### config.mk
export PLATFORM = sky130hd
export DESIGN_NAME = acc_cal_regs
export DESIGN_NICKNAME = d
export VERILOG_FILES = /design/src/rtl/acc_cal_regs.v
export VERILOG_INCLUDE_DIRS = /design/src /design/src/rtl
export SDC_FILE = /design/constraint.sdc
export NUM_CORES = 1
export LEC_CHECK = 0
export BUFFER_PORTS_ARGS = -buffer_cell sky130_fd_sc_hd__buf_2
export CAP_MARGIN = 10
export CELL_PAD_IN_SITES_DETAIL_PLACEMENT = 0
export CELL_PAD_IN_SITES_GLOBAL_PLACEMENT = 1
export CORE_MARGIN = 2
export CORE_UTILIZATION = 40
export DETAILED_ROUTE_END_ITERATION = 7
export PLACE_DENSITY = 0.87
export SLEW_MARGIN = 30
export SYNTH_ARGS = -nofsm -noshare
export SYNTH_HDL_FRONTEND = slang
export SYNTH_SLANG_ARGS = --single-unit
### constraint.sdc
create_clock -name clk -period 4.31 [get_ports clk]
set_clock_uncertainty 0.2 [all_clocks]
set_input_delay 0.6465 -clock clk [delete_from_list [all_inputs] [get_ports clk]]
set_output_delay 0.6465 -clock clk [all_outputs]
set_load 0.03 [all_outputs]
### src/rtl/acc_consts.vh
// Constants for the calibration control register bank.
// Assumes inclusion by bare name from the design files in rtl/.
`ifndef ACC_CONSTS_VH
`define ACC_CONSTS_VH

// Register indices; byte address is four times the index
`define ACC_IDX_AVERAGING 8'h68
`define ACC_IDX_STATUS 8'h6a
`define ACC_IDX_PIN_SETUP 8'h6b
`define ACC_IDX_SOFT_TRIG 8'h6c
`define ACC_IDX_LOW_POWER 8'h6e
`define ACC_IDX_CONTROL 8'h70
`define ACC_IDX_IRQ_STATUS 8'h71
`define ACC_IDX_IRQ_MASK 8'h72

// Reset values
`define ACC_RST_AVERAGING 8'h61
`define ACC_RST_PIN_SETUP 8'h00
`define ACC_RST_SOFT_TRIG 8'h01
`define ACC_RST_LOW_POWER 8'h88
`define ACC_RST_CONTROL 8'h05
`define ACC_RST_IRQ_MASK 8'h00

// Averaging register fields
`define ACC_OFS_AVG_HI 6
`define ACC_OFS_AVG_LO 4
`define ACC_LIN_AVG_HI 2
`define ACC_LIN_AVG_LO 0

// Status register fields
`define ACC_STAT_CODE_HI 4
`define ACC_STAT_CODE_LO 2
`define ACC_STAT_STOPPED 1
`define ACC_STAT_FG_COMPLETE 0

// Pin setup fields
`define ACC_PIN_SEL_HI 2
`define ACC_PIN_SEL_LO 1
`define ACC_PIN_TRIG_SRC 0

// Low-power fields
`define ACC_LP_SLEEP_HI 7
`define ACC_LP_SLEEP_LO 5
`define ACC_LP_WAKE_HI 4
`define ACC_LP_WAKE_LO 3
`define ACC_LP_TRIGGERED 1
`define ACC_LP_ENABLE 0

// Control fields
`define ACC_CTL_ENABLE 0
`define ACC_CTL_BACKGROUND 1
`define ACC_CTL_FOREGROUND 2

// Status pin sources
`define ACC_PIN_SRC_FG 2'h0
`define ACC_PIN_SRC_STOPPED 2'h1
`define ACC_PIN_SRC_ALARM 2'h2

// Engine phase lengths in cycles at averaging code 0
`define ACC_FG_BASE_CYCLES 256
`define ACC_BG_BASE_CYCLES 128

`endif
### src/rtl/acc_cal_regs.v
// Calibration control register bank with a small calibration sequencer.
// Assumes one AHB-Lite master, a single clock, trigger and alarm inputs
// already synchronous to clk.
`timescale 1ns/1ns
`default_nettype none
`include "acc_consts.vh"

module acc_cal_regs #(
  parameter FG_BASE_CYCLES = `ACC_FG_BASE_CYCLES,
  parameter BG_BASE_CYCLES = `ACC_BG_BASE_CYCLES
) (
  input wire clk, // 100 MHz clock
  input wire rst_b, // Synchronous reset, active low
  input wire hsel, // Slave select
  input wire [31:0] haddr, // Byte address
  input wire [1:0] htrans, // Transfer type
  input wire hwrite, // Write when high
  input wire [2:0] hsize, // Transfer size
  input wire [31:0] hwdata, // Write data
  input wire hready, // Bus ready
  output reg hreadyout, // Slave ready
  output reg hresp, // Always OKAY
  output reg [31:0] hrdata, // Read data
  input wire calibrationTriggerPin, // External trigger input
  input wire alarmFlag, // Alarm flag from the device
  output reg calibrationStatusPin, // Status output pin
  output reg offlineAsleep, // Offline converter held asleep
  output reg irq // Level interrupt
);

  // Sequencer states double as the status code
  localparam [2:0] ST_HOLD = 3'h0;
  localparam [2:0] ST_FG = 3'h1;
  localparam [2:0] ST_BG = 3'h2;
  localparam [2:0] ST_STOPPED = 3'h3;
  localparam [2:0] ST_DONE = 3'h4;
  localparam [23:0] FG_BASE = FG_BASE_CYCLES[23:0];
  localparam [23:0] BG_BASE = BG_BASE_CYCLES[23:0];

  // Phase length, doubled per averaging step, minus one for the down counter
  function [23:0] phaseLen;
    input [23:0] base;
    input [2:0] code;
    begin
      phaseLen = (base << code) - 24'h000001;
    end
  endfunction

  // Register fields
  reg [2:0] offsetAveragingSelect;
  reg [2:0] linearityAveragingSelect;
  reg [1:0] statusPinSelect;
  reg triggerSourceSelect;
  reg softwareTriggerBit;
  reg [2:0] sleepDelaySel;
  reg [1:0] wakeDelaySel;
  reg triggeredSleepMode;
  reg lowPowerEnable;
  reg calEnable;
  reg backgroundCalibrationEnable;
  reg foregroundRun;
  reg [2:0] irqStatus;
  reg [2:0] irqMask;

  // Sequencer state
  reg [2:0] state;
  reg [23:0] cnt;
  reg foregroundCompleteFlag;
  reg calStopped;
  reg fgPrev;
  reg stopPrev;
  reg alarmPrev;

  // Bus data-phase bookkeeping
  reg wrPend;
  reg rdPend;
  reg [7:0] accIdx;

  wire addrOk;
  wire accept;
  wire trig;
  wire [23:0] fgLen;
  wire [23:0] bgLen;
  wire [2:0] events;
  wire rdClear;
  reg [7:0] readMux;
  reg [2:0] next_irqStatus;

  // Only whole aligned words in the low 1 KiB decode
  assign addrOk = (haddr[31:10] == 22'h000000) && (haddr[1:0] == 2'h0) &&
                  (hsize == 3'h2);
  assign accept = hsel && hready && htrans[1];

  // Trigger source selection
  assign trig = triggerSourceSelect ? calibrationTriggerPin
                                    : softwareTriggerBit;

  assign fgLen = phaseLen(FG_BASE, linearityAveragingSelect);
  assign bgLen = phaseLen(BG_BASE, offsetAveragingSelect);

  // Address phase capture; reads take one wait state so that a
  // preceding write has landed before the data is sampled
  always @(posedge clk) begin
    if (!rst_b) begin
      wrPend <= 1'b0;
      rdPend <= 1'b0;
      accIdx <= 8'h00;
      hreadyout <= 1'b1;
      hresp <= 1'b0;
    end else begin
      hresp <= 1'b0;
      if (rdPend) begin
        rdPend <= 1'b0;
        hreadyout <= 1'b1;
      end
      wrPend <= accept && hwrite && addrOk;
      if (accept) begin
        accIdx <= addrOk ? haddr[9:2] : 8'hff;
        if (!hwrite) begin
          rdPend <= 1'b1;
          hreadyout <= 1'b0;
        end
      end
    end
  end

  // Read mux; reserved bits read zero, unmapped reads zero
  always @* begin
    readMux = 8'h00;
    case (accIdx)
      `ACC_IDX_AVERAGING: begin
        readMux[`ACC_OFS_AVG_HI:`ACC_OFS_AVG_LO] = offsetAveragingSelect;
        readMux[`ACC_LIN_AVG_HI:`ACC_LIN_AVG_LO] = linearityAveragingSelect;
      end
      `ACC_IDX_STATUS: begin
        readMux[`ACC_STAT_CODE_HI:`ACC_STAT_CODE_LO] = state;
        readMux[`ACC_STAT_STOPPED] = calStopped;
        readMux[`ACC_STAT_FG_COMPLETE] = foregroundCompleteFlag;
      end
      `ACC_IDX_PIN_SETUP: begin
        readMux[`ACC_PIN_SEL_HI:`ACC_PIN_SEL_LO] = statusPinSelect;
        readMux[`ACC_PIN_TRIG_SRC] = triggerSourceSelect;
      end
      `ACC_IDX_SOFT_TRIG: begin
        readMux[0] = softwareTriggerBit;
      end
      `ACC_IDX_LOW_POWER: begin
        readMux[`ACC_LP_SLEEP_HI:`ACC_LP_SLEEP_LO] = sleepDelaySel;
        readMux[`ACC_LP_WAKE_HI:`ACC_LP_WAKE_LO] = wakeDelaySel;
        readMux[`ACC_LP_TRIGGERED] = triggeredSleepMode;
        readMux[`ACC_LP_ENABLE] = lowPowerEnable;
      end
      `ACC_IDX_CONTROL: begin
        readMux[`ACC_CTL_ENABLE] = calEnable;
        readMux[`ACC_CTL_BACKGROUND] = backgroundCalibrationEnable;
        readMux[`ACC_CTL_FOREGROUND] = foregroundRun;
      end
      `ACC_IDX_IRQ_STATUS: begin
        readMux[2:0] = irqStatus;
      end
      `ACC_IDX_IRQ_MASK: begin
        readMux[2:0] = irqMask;
      end
      default: begin
        readMux = 8'h00;
      end
    endcase
  end

  // Read data sampled in the wait cycle
  always @(posedge clk) begin
    if (!rst_b) begin
      hrdata <= 32'h00000000;
    end else if (rdPend) begin
      hrdata <= {24'h000000, readMux};
    end
  end

  // Register writes in the data phase; reserved bits are not stored,
  // so software that breaks the reserved-bit convention cannot upset us
  always @(posedge clk) begin
    if (!rst_b) begin
      offsetAveragingSelect <= 3'h6;
      linearityAveragingSelect <= 3'h1;
      statusPinSelect <= 2'h0;
      triggerSourceSelect <= 1'b0;
      softwareTriggerBit <= 1'b1;
      sleepDelaySel <= 3'h4;
      wakeDelaySel <= 2'h1;
      triggeredSleepMode <= 1'b0;
      lowPowerEnable <= 1'b0;
      calEnable <= 1'b1;
      backgroundCalibrationEnable <= 1'b0;
      foregroundRun <= 1'b1;
      irqMask <= 3'h0;
    end else if (wrPend) begin
      case (accIdx)
        `ACC_IDX_AVERAGING: begin
          offsetAveragingSelect <= hwdata[`ACC_OFS_AVG_HI:`ACC_OFS_AVG_LO];
          linearityAveragingSelect <= hwdata[`ACC_LIN_AVG_HI:`ACC_LIN_AVG_LO];
        end
        `ACC_IDX_PIN_SETUP: begin
          statusPinSelect <= hwdata[`ACC_PIN_SEL_HI:`ACC_PIN_SEL_LO];
          triggerSourceSelect <= hwdata[`ACC_PIN_TRIG_SRC];
        end
        `ACC_IDX_SOFT_TRIG: begin
          softwareTriggerBit <= hwdata[0];
        end
        `ACC_IDX_LOW_POWER: begin
          sleepDelaySel <= hwdata[`ACC_LP_SLEEP_HI:`ACC_LP_SLEEP_LO];
          wakeDelaySel <= hwdata[`ACC_LP_WAKE_HI:`ACC_LP_WAKE_LO];
          triggeredSleepMode <= hwdata[`ACC_LP_TRIGGERED];
          lowPowerEnable <= hwdata[`ACC_LP_ENABLE];
        end
        `ACC_IDX_CONTROL: begin
          calEnable <= hwdata[`ACC_CTL_ENABLE];
          backgroundCalibrationEnable <= hwdata[`ACC_CTL_BACKGROUND];
          foregroundRun <= hwdata[`ACC_CTL_FOREGROUND];
        end
        `ACC_IDX_IRQ_MASK: begin
          irqMask <= hwdata[2:0];
        end
        default: begin
          // Status registers and holes ignore writes
          offsetAveragingSelect <= offsetAveragingSelect;
        end
      endcase
    end
  end

  // Sequencer; a low enable holds everything in reset so settings
  // can be changed safely
  always @(posedge clk) begin
    if (!rst_b || !calEnable) begin
      state <= ST_HOLD;
      cnt <= 24'h000000;
      foregroundCompleteFlag <= 1'b0;
      calStopped <= 1'b0;
    end else begin
      case (state)
        ST_HOLD: begin
          if (foregroundRun) begin
            state <= ST_FG;
            cnt <= fgLen;
          end else begin
            foregroundCompleteFlag <= 1'b1;
            if (backgroundCalibrationEnable) begin
              state <= ST_BG;
              cnt <= bgLen;
            end else begin
              state <= ST_DONE;
              calStopped <= 1'b1;
            end
          end
        end
        ST_FG: begin
          if (cnt == 24'h000000) begin
            foregroundCompleteFlag <= 1'b1;
            if (backgroundCalibrationEnable) begin
              state <= ST_BG;
              cnt <= bgLen;
            end else begin
              state <= ST_DONE;
              calStopped <= 1'b1;
            end
          end else begin
            cnt <= cnt - 24'h000001;
          end
        end
        ST_BG: begin
          // A low trigger asks for a halt, honoured only at a phase end
          if (cnt == 24'h000000) begin
            if (!trig) begin
              state <= ST_STOPPED;
              calStopped <= 1'b1;
            end else begin
              cnt <= bgLen;
            end
          end else begin
            cnt <= cnt - 24'h000001;
          end
        end
        ST_STOPPED: begin
          if (trig) begin
            state <= ST_BG;
            cnt <= bgLen;
            calStopped <= 1'b0;
          end
        end
        ST_DONE: begin
          state <= ST_DONE;
        end
        default: begin
          state <= ST_HOLD;
        end
      endcase
    end
  end

  // Sticky interrupt bits on rising events; set beats read-clear
  assign events = {alarmFlag & ~alarmPrev, calStopped & ~stopPrev,
                   foregroundCompleteFlag & ~fgPrev};
  assign rdClear = rdPend && (accIdx == `ACC_IDX_IRQ_STATUS);

  always @* begin
    next_irqStatus = irqStatus;
    if (rdClear) begin
      next_irqStatus = 3'h0;
    end
    next_irqStatus = next_irqStatus | events;
  end

  always @(posedge clk) begin
    if (!rst_b) begin
      irqStatus <= 3'h0;
      fgPrev <= 1'b0;
      stopPrev <= 1'b0;
      alarmPrev <= 1'b0;
      irq <= 1'b0;
    end else begin
      irqStatus <= next_irqStatus;
      fgPrev <= foregroundCompleteFlag;
      stopPrev <= calStopped;
      alarmPrev <= alarmFlag;
      irq <= |(next_irqStatus & irqMask);
    end
  end

  // Pin outputs, registered to keep them glitch free
  always @(posedge clk) begin
    if (!rst_b) begin
      calibrationStatusPin <= 1'b0;
      offlineAsleep <= 1'b0;
    end else begin
      case (statusPinSelect)
        `ACC_PIN_SRC_FG: calibrationStatusPin <= foregroundCompleteFlag;
        `ACC_PIN_SRC_STOPPED: calibrationStatusPin <= calStopped;
        `ACC_PIN_SRC_ALARM: calibrationStatusPin <= alarmFlag;
        default: calibrationStatusPin <= 1'b0;
      endcase
      // Awake while the trigger is low, asleep while high
      offlineAsleep <= backgroundCalibrationEnable && lowPowerEnable &&
                       triggeredSleepMode && trig &&
                       ((state == ST_BG) || (state == ST_STOPPED));
    end
  end

endmodule // acc_cal_regs
`default_nettype wire

==> impl_metrics.py <==
metrics = {
    "global_routing": {
        "grt_pass1_vias": 4854,
        "antenna_found_initial": 0,
        "grt_first_pass_wirelength_um": 24800,
        "grt.total_usage": 0.217,
        "grt_max_degree": 53,
        "gr-total-overflow": 0,
    },
    "drt": {
        "num_vias": 5144,
        "remaining_drc_errors": 0,
        "wl_per_cell_um": 17.7,
        "drt_pass1_iterations": 5,
        "via_per_inst": 5.91,
        "postRouteAntennaNets": 0,
        "totalWireLength_um": 15400,
        "first_iter_violations": 575,
    },
    "synth": {
        "synth-main-ff-cell": "dfxtp_1",
        "syn_area_per_cell_um2": 7.91,
        "ys_ff_latch": 80,
        "ys_seq_area_frac": 0.304,
        "synth_edf_count": 0,
        "synthDistinctLibCells": 79,
        "yosys_warnings": 0,
        "syn_area_um2": 5270,
        "synthCells": 666,
        "async_flop_share": 0,
    },
    "place": {
        "dp.cells": 854,
        "dp.final_hpwl_um": 10800,
        "portBuffers": 62,
        "globalplace.congestion": 0.906,
    },
    "run_status": {
        "status": "completed",
    },
    "sta": {
        "post-route-period-util": 0.739,
        "slew_headroom": 0.454,
        "fmax_ghz": 0.314,
        "hold_violations": 0,
        "worst_pin_slew_ns": 0.812,
        "period_needed_ns": 3.18,
        "report.final.slew_viol_count": 0,
        "setup_viol": 0,
        "timing.setup.tns_ns": 0,
        "rsz0062_at_grt": "false",
    },
    "finish": {
        "drive_gt1_frac": 0.159,
        "syn_to_final_growth_pct": 10.5,
        "fin_cells": 870,
        "nets": 774,
        "antenna_cells": 0,
        "nFillCells": 1270,
    },
    "worst_setup_path": {
        "slowest_stage": "nor3b_2",
        "cp.required_ns": 4.36,
        "crit_type": "register to register",
        "worstRegToRegCells": 8,
        "crit_family": "simple AND/OR/NAND/NOR gates",
        "arrival_ns": 3.23,
        "cp.depth": 8,
        "path_cells": "inv_1 > ha_1 > nor3b_2 > and3_1 > nand3_4 > o22ai_1 > a221oi_1 > a221oi_2",
        "worstSetupEndpointType": "register",
        "path_max_fanout": 14,
        "cpPeakStageDelay_ns": 0.58,
        "worstSetupStartpointType": "register",
        "critPathBufInv": 1,
    },
    "die": {
        "die_y_um": 119,
        "die_x_um": 119,
        "ios": 113,
        "die_area_um2": 14100,
        "rows": 41,
        "core_um2": 12700,
        "start_util": 0.414,
    },
    "clock_tree": {
        "cts_buffers": 9,
        "ctsResizeCount": 0,
        "ctsHoldBuffers": 0,
        "cts_tree": "built",
        "clock_sinks": 80,
        "clock_path_buffers": 2,
        "clkTransAtPathRegs_ns": 0.07,
        "post_cts_buffers": 0,
        "htree_levels": 3,
        "clk_latency_ns": 0.34,
        "cts.root.buffer_cell": "clkbuf_16",
    },
    "pwr": {
        "power_uw": 1820,
        "irDropWorstVdd_mv": 0.198,
        "p_leak_uw": 0.00219,
        "p_per_area_nw_per_um2": 312,
    },
    "worst_hold_path": {
        "hold_path.class": "register to register",
        "worst_hold_path.num_cells": 2,
    },
    "job": {
        "drv_cap": 0,
    },
}
layout by cell type, fill, tap and decap left out, types with 4 or more instances in the layout:
| master | Yosys | layout |
|---|---|---|
| a211oi_1 | 7 | 7 |
| a21boi_0 | 10 | 10 |
| a21oi_1 | 31 | 31 |
| a221oi_1 | 4 | 4 |
| a22oi_1 | 9 | 9 |
| a31oi_1 | 11 | 11 |
| and2_1 | 10 | 10 |
| and3_1 | 8 | 8 |
| buf_2 | 4 | 62 |
| buf_4 | 26 | 6 |
| clkbuf_16 | 0 | 9 |
| conb_1 | 1 | 25 |
| dfxtp_1 | 80 | 80 |
| ha_1 | 5 | 5 |
| inv_1 | 16 | 16 |
| mux2i_1 | 28 | 28 |
| nand2_1 | 72 | 72 |
| nand2b_1 | 4 | 4 |
| nand3_1 | 34 | 34 |
| nor2_1 | 49 | 49 |
| nor2b_1 | 19 | 19 |
| nor3_1 | 13 | 13 |
| nor3b_1 | 9 | 9 |
| nor4_1 | 8 | 8 |
| o211a_1 | 4 | 4 |
| o211ai_1 | 10 | 10 |
| o21a_1 | 4 | 4 |
| o21ai_0 | 43 | 43 |
| o221a_2 | 10 | 10 |
| o31ai_1 | 5 | 5 |
| or3_1 | 5 | 5 |
| xnor2_1 | 9 | 9 |
| xor2_1 | 8 | 8 |
logic make-up after synthesis:
family,Yosys count,share of synthesized area
simple gates,255,0.255
compound gates,186,0.254
buf+inv,92,0.0866
flops,80,0.304
mux,30,0.0596
xor+xnor,17,0.0282
fa+ha+maj,5,0.0119
other cells,1,0.000711
tightest hold or removal path: cells and delay by family (launching register included):
family | cells | cell delay [ns]
compound gates | 1 | 0.06
flops | 1 | 0.31
simple gates | 1 | 0.05
registers in the layout, summed over array words and instances (netlist names), 2 cells and up:
name / count
accIdx: 8
cnt: 24
hrdata: 8
irqMask: 3
irqStatus: 3
linearityAveragingSelect: 3
offsetAveragingSelect: 3
sleepDelaySel: 3
state: 3
statusPinSelect: 2
wakeDelaySel: 2
stage by stage:
| stage | hold WS (ns) | instance area (µm²) | setup slack (ns) | util |
|---|---|---|---|---|
| final | 0.267 | 5820 | 1.13 | 0.458 |
| after floorplan | 0.230 | 5360 | 1.82 | - |
| after detailed placement | 0.260 | 5540 | 1.22 | 0.435 |
| after CTS | 0.269 | 5820 | 1.21 | 0.458 |
| after global placement | 0.252 | 5540 | 1.35 | 0.435 |
| after global routing | 0.294 | 5820 | 1.00 | 0.458 |
final timing paths:
check,from,end,slack (ns)
setup / recovery,cnt[0],cnt[15],1.13
hold / removal,sleepDelaySel[0],sleepDelaySel[0],0.27
setup reg to reg,cnt[0],cnt[15],1.13
hold reg to reg,sleepDelaySel[0],sleepDelaySel[0],0.27
report_power, final:
part / internal (µW) / switching, µW
Combinational: 92.9 / 153
Sequential: 762 / 44.2
Clock: 416 / 347
synth_stat cells (all sizes together), types with 2 or more instances:
library cell  count  area (µm²)
nand3b            3        22.5
o31ai             6        50.1
inv              16        60.1
nor2b            19         119
nor2             49         184
buf              35         241
and4              3        26.3
nor4             11         114
clkbuf           41         155
nand4             3        18.8
or4               2        15.0
nor3b            10        80.1
and3              8        50.1
a31oi            13         111
a22oi             9        67.6
a2111oi           3        26.3
xnor2             9        78.8
a221oi            5        50.0
a21boi           10        75.1
ha                5        62.6
nand2b            4        25.0
o22ai             2        12.5
o21a              4        30.0
a21o              2        15.0
o221a            11         124
nand3            36         198
o211ai           10        75.1
dfxtp            80        1600
nor3             15        91.3
o21ai            44         220
mux2i            28         280
o2bb2ai           2        23.8
a22o              3        26.3
a21oi            31         155
o221ai            3        26.3
or3               5        31.3
a211o             2        17.5
nand2            72         270
a211oi            7        52.6
and2             10        62.6
or2               2        12.5
xor2              8        70.1
o41ai             3        26.3
o211a             4        40.0
cell type report:
type / instances / area (µm²) / area share
clock buffers: 10 / 239 / 0.0410
clock inverters: 6 / 50.0 / 0.00859
inverters: 16 / 60.1 / 0.0103
multi-input cells: 518 / 3300 / 0.567
flip-flops and latches: 80 / 1600 / 0.275
well taps: 172 / 215 / 0.0369
repair buffers: 68 / 355 / 0.0610
metal layers:
| layer | global-route usage | up-vias | routed length, µm |
|---|---|---|---|
| li1 | - | 2444 | - |
| met2 | 0.358 | 280 | 7090 |
| met4 | 0.0655 | 0 | 262 |
| met5 | 0 | - | 0 |
| met3 | 0.0405 | 26 | 1440 |
| met1 | 0.287 | 2394 | 6580 |
(Power assumes the default switching activity.)
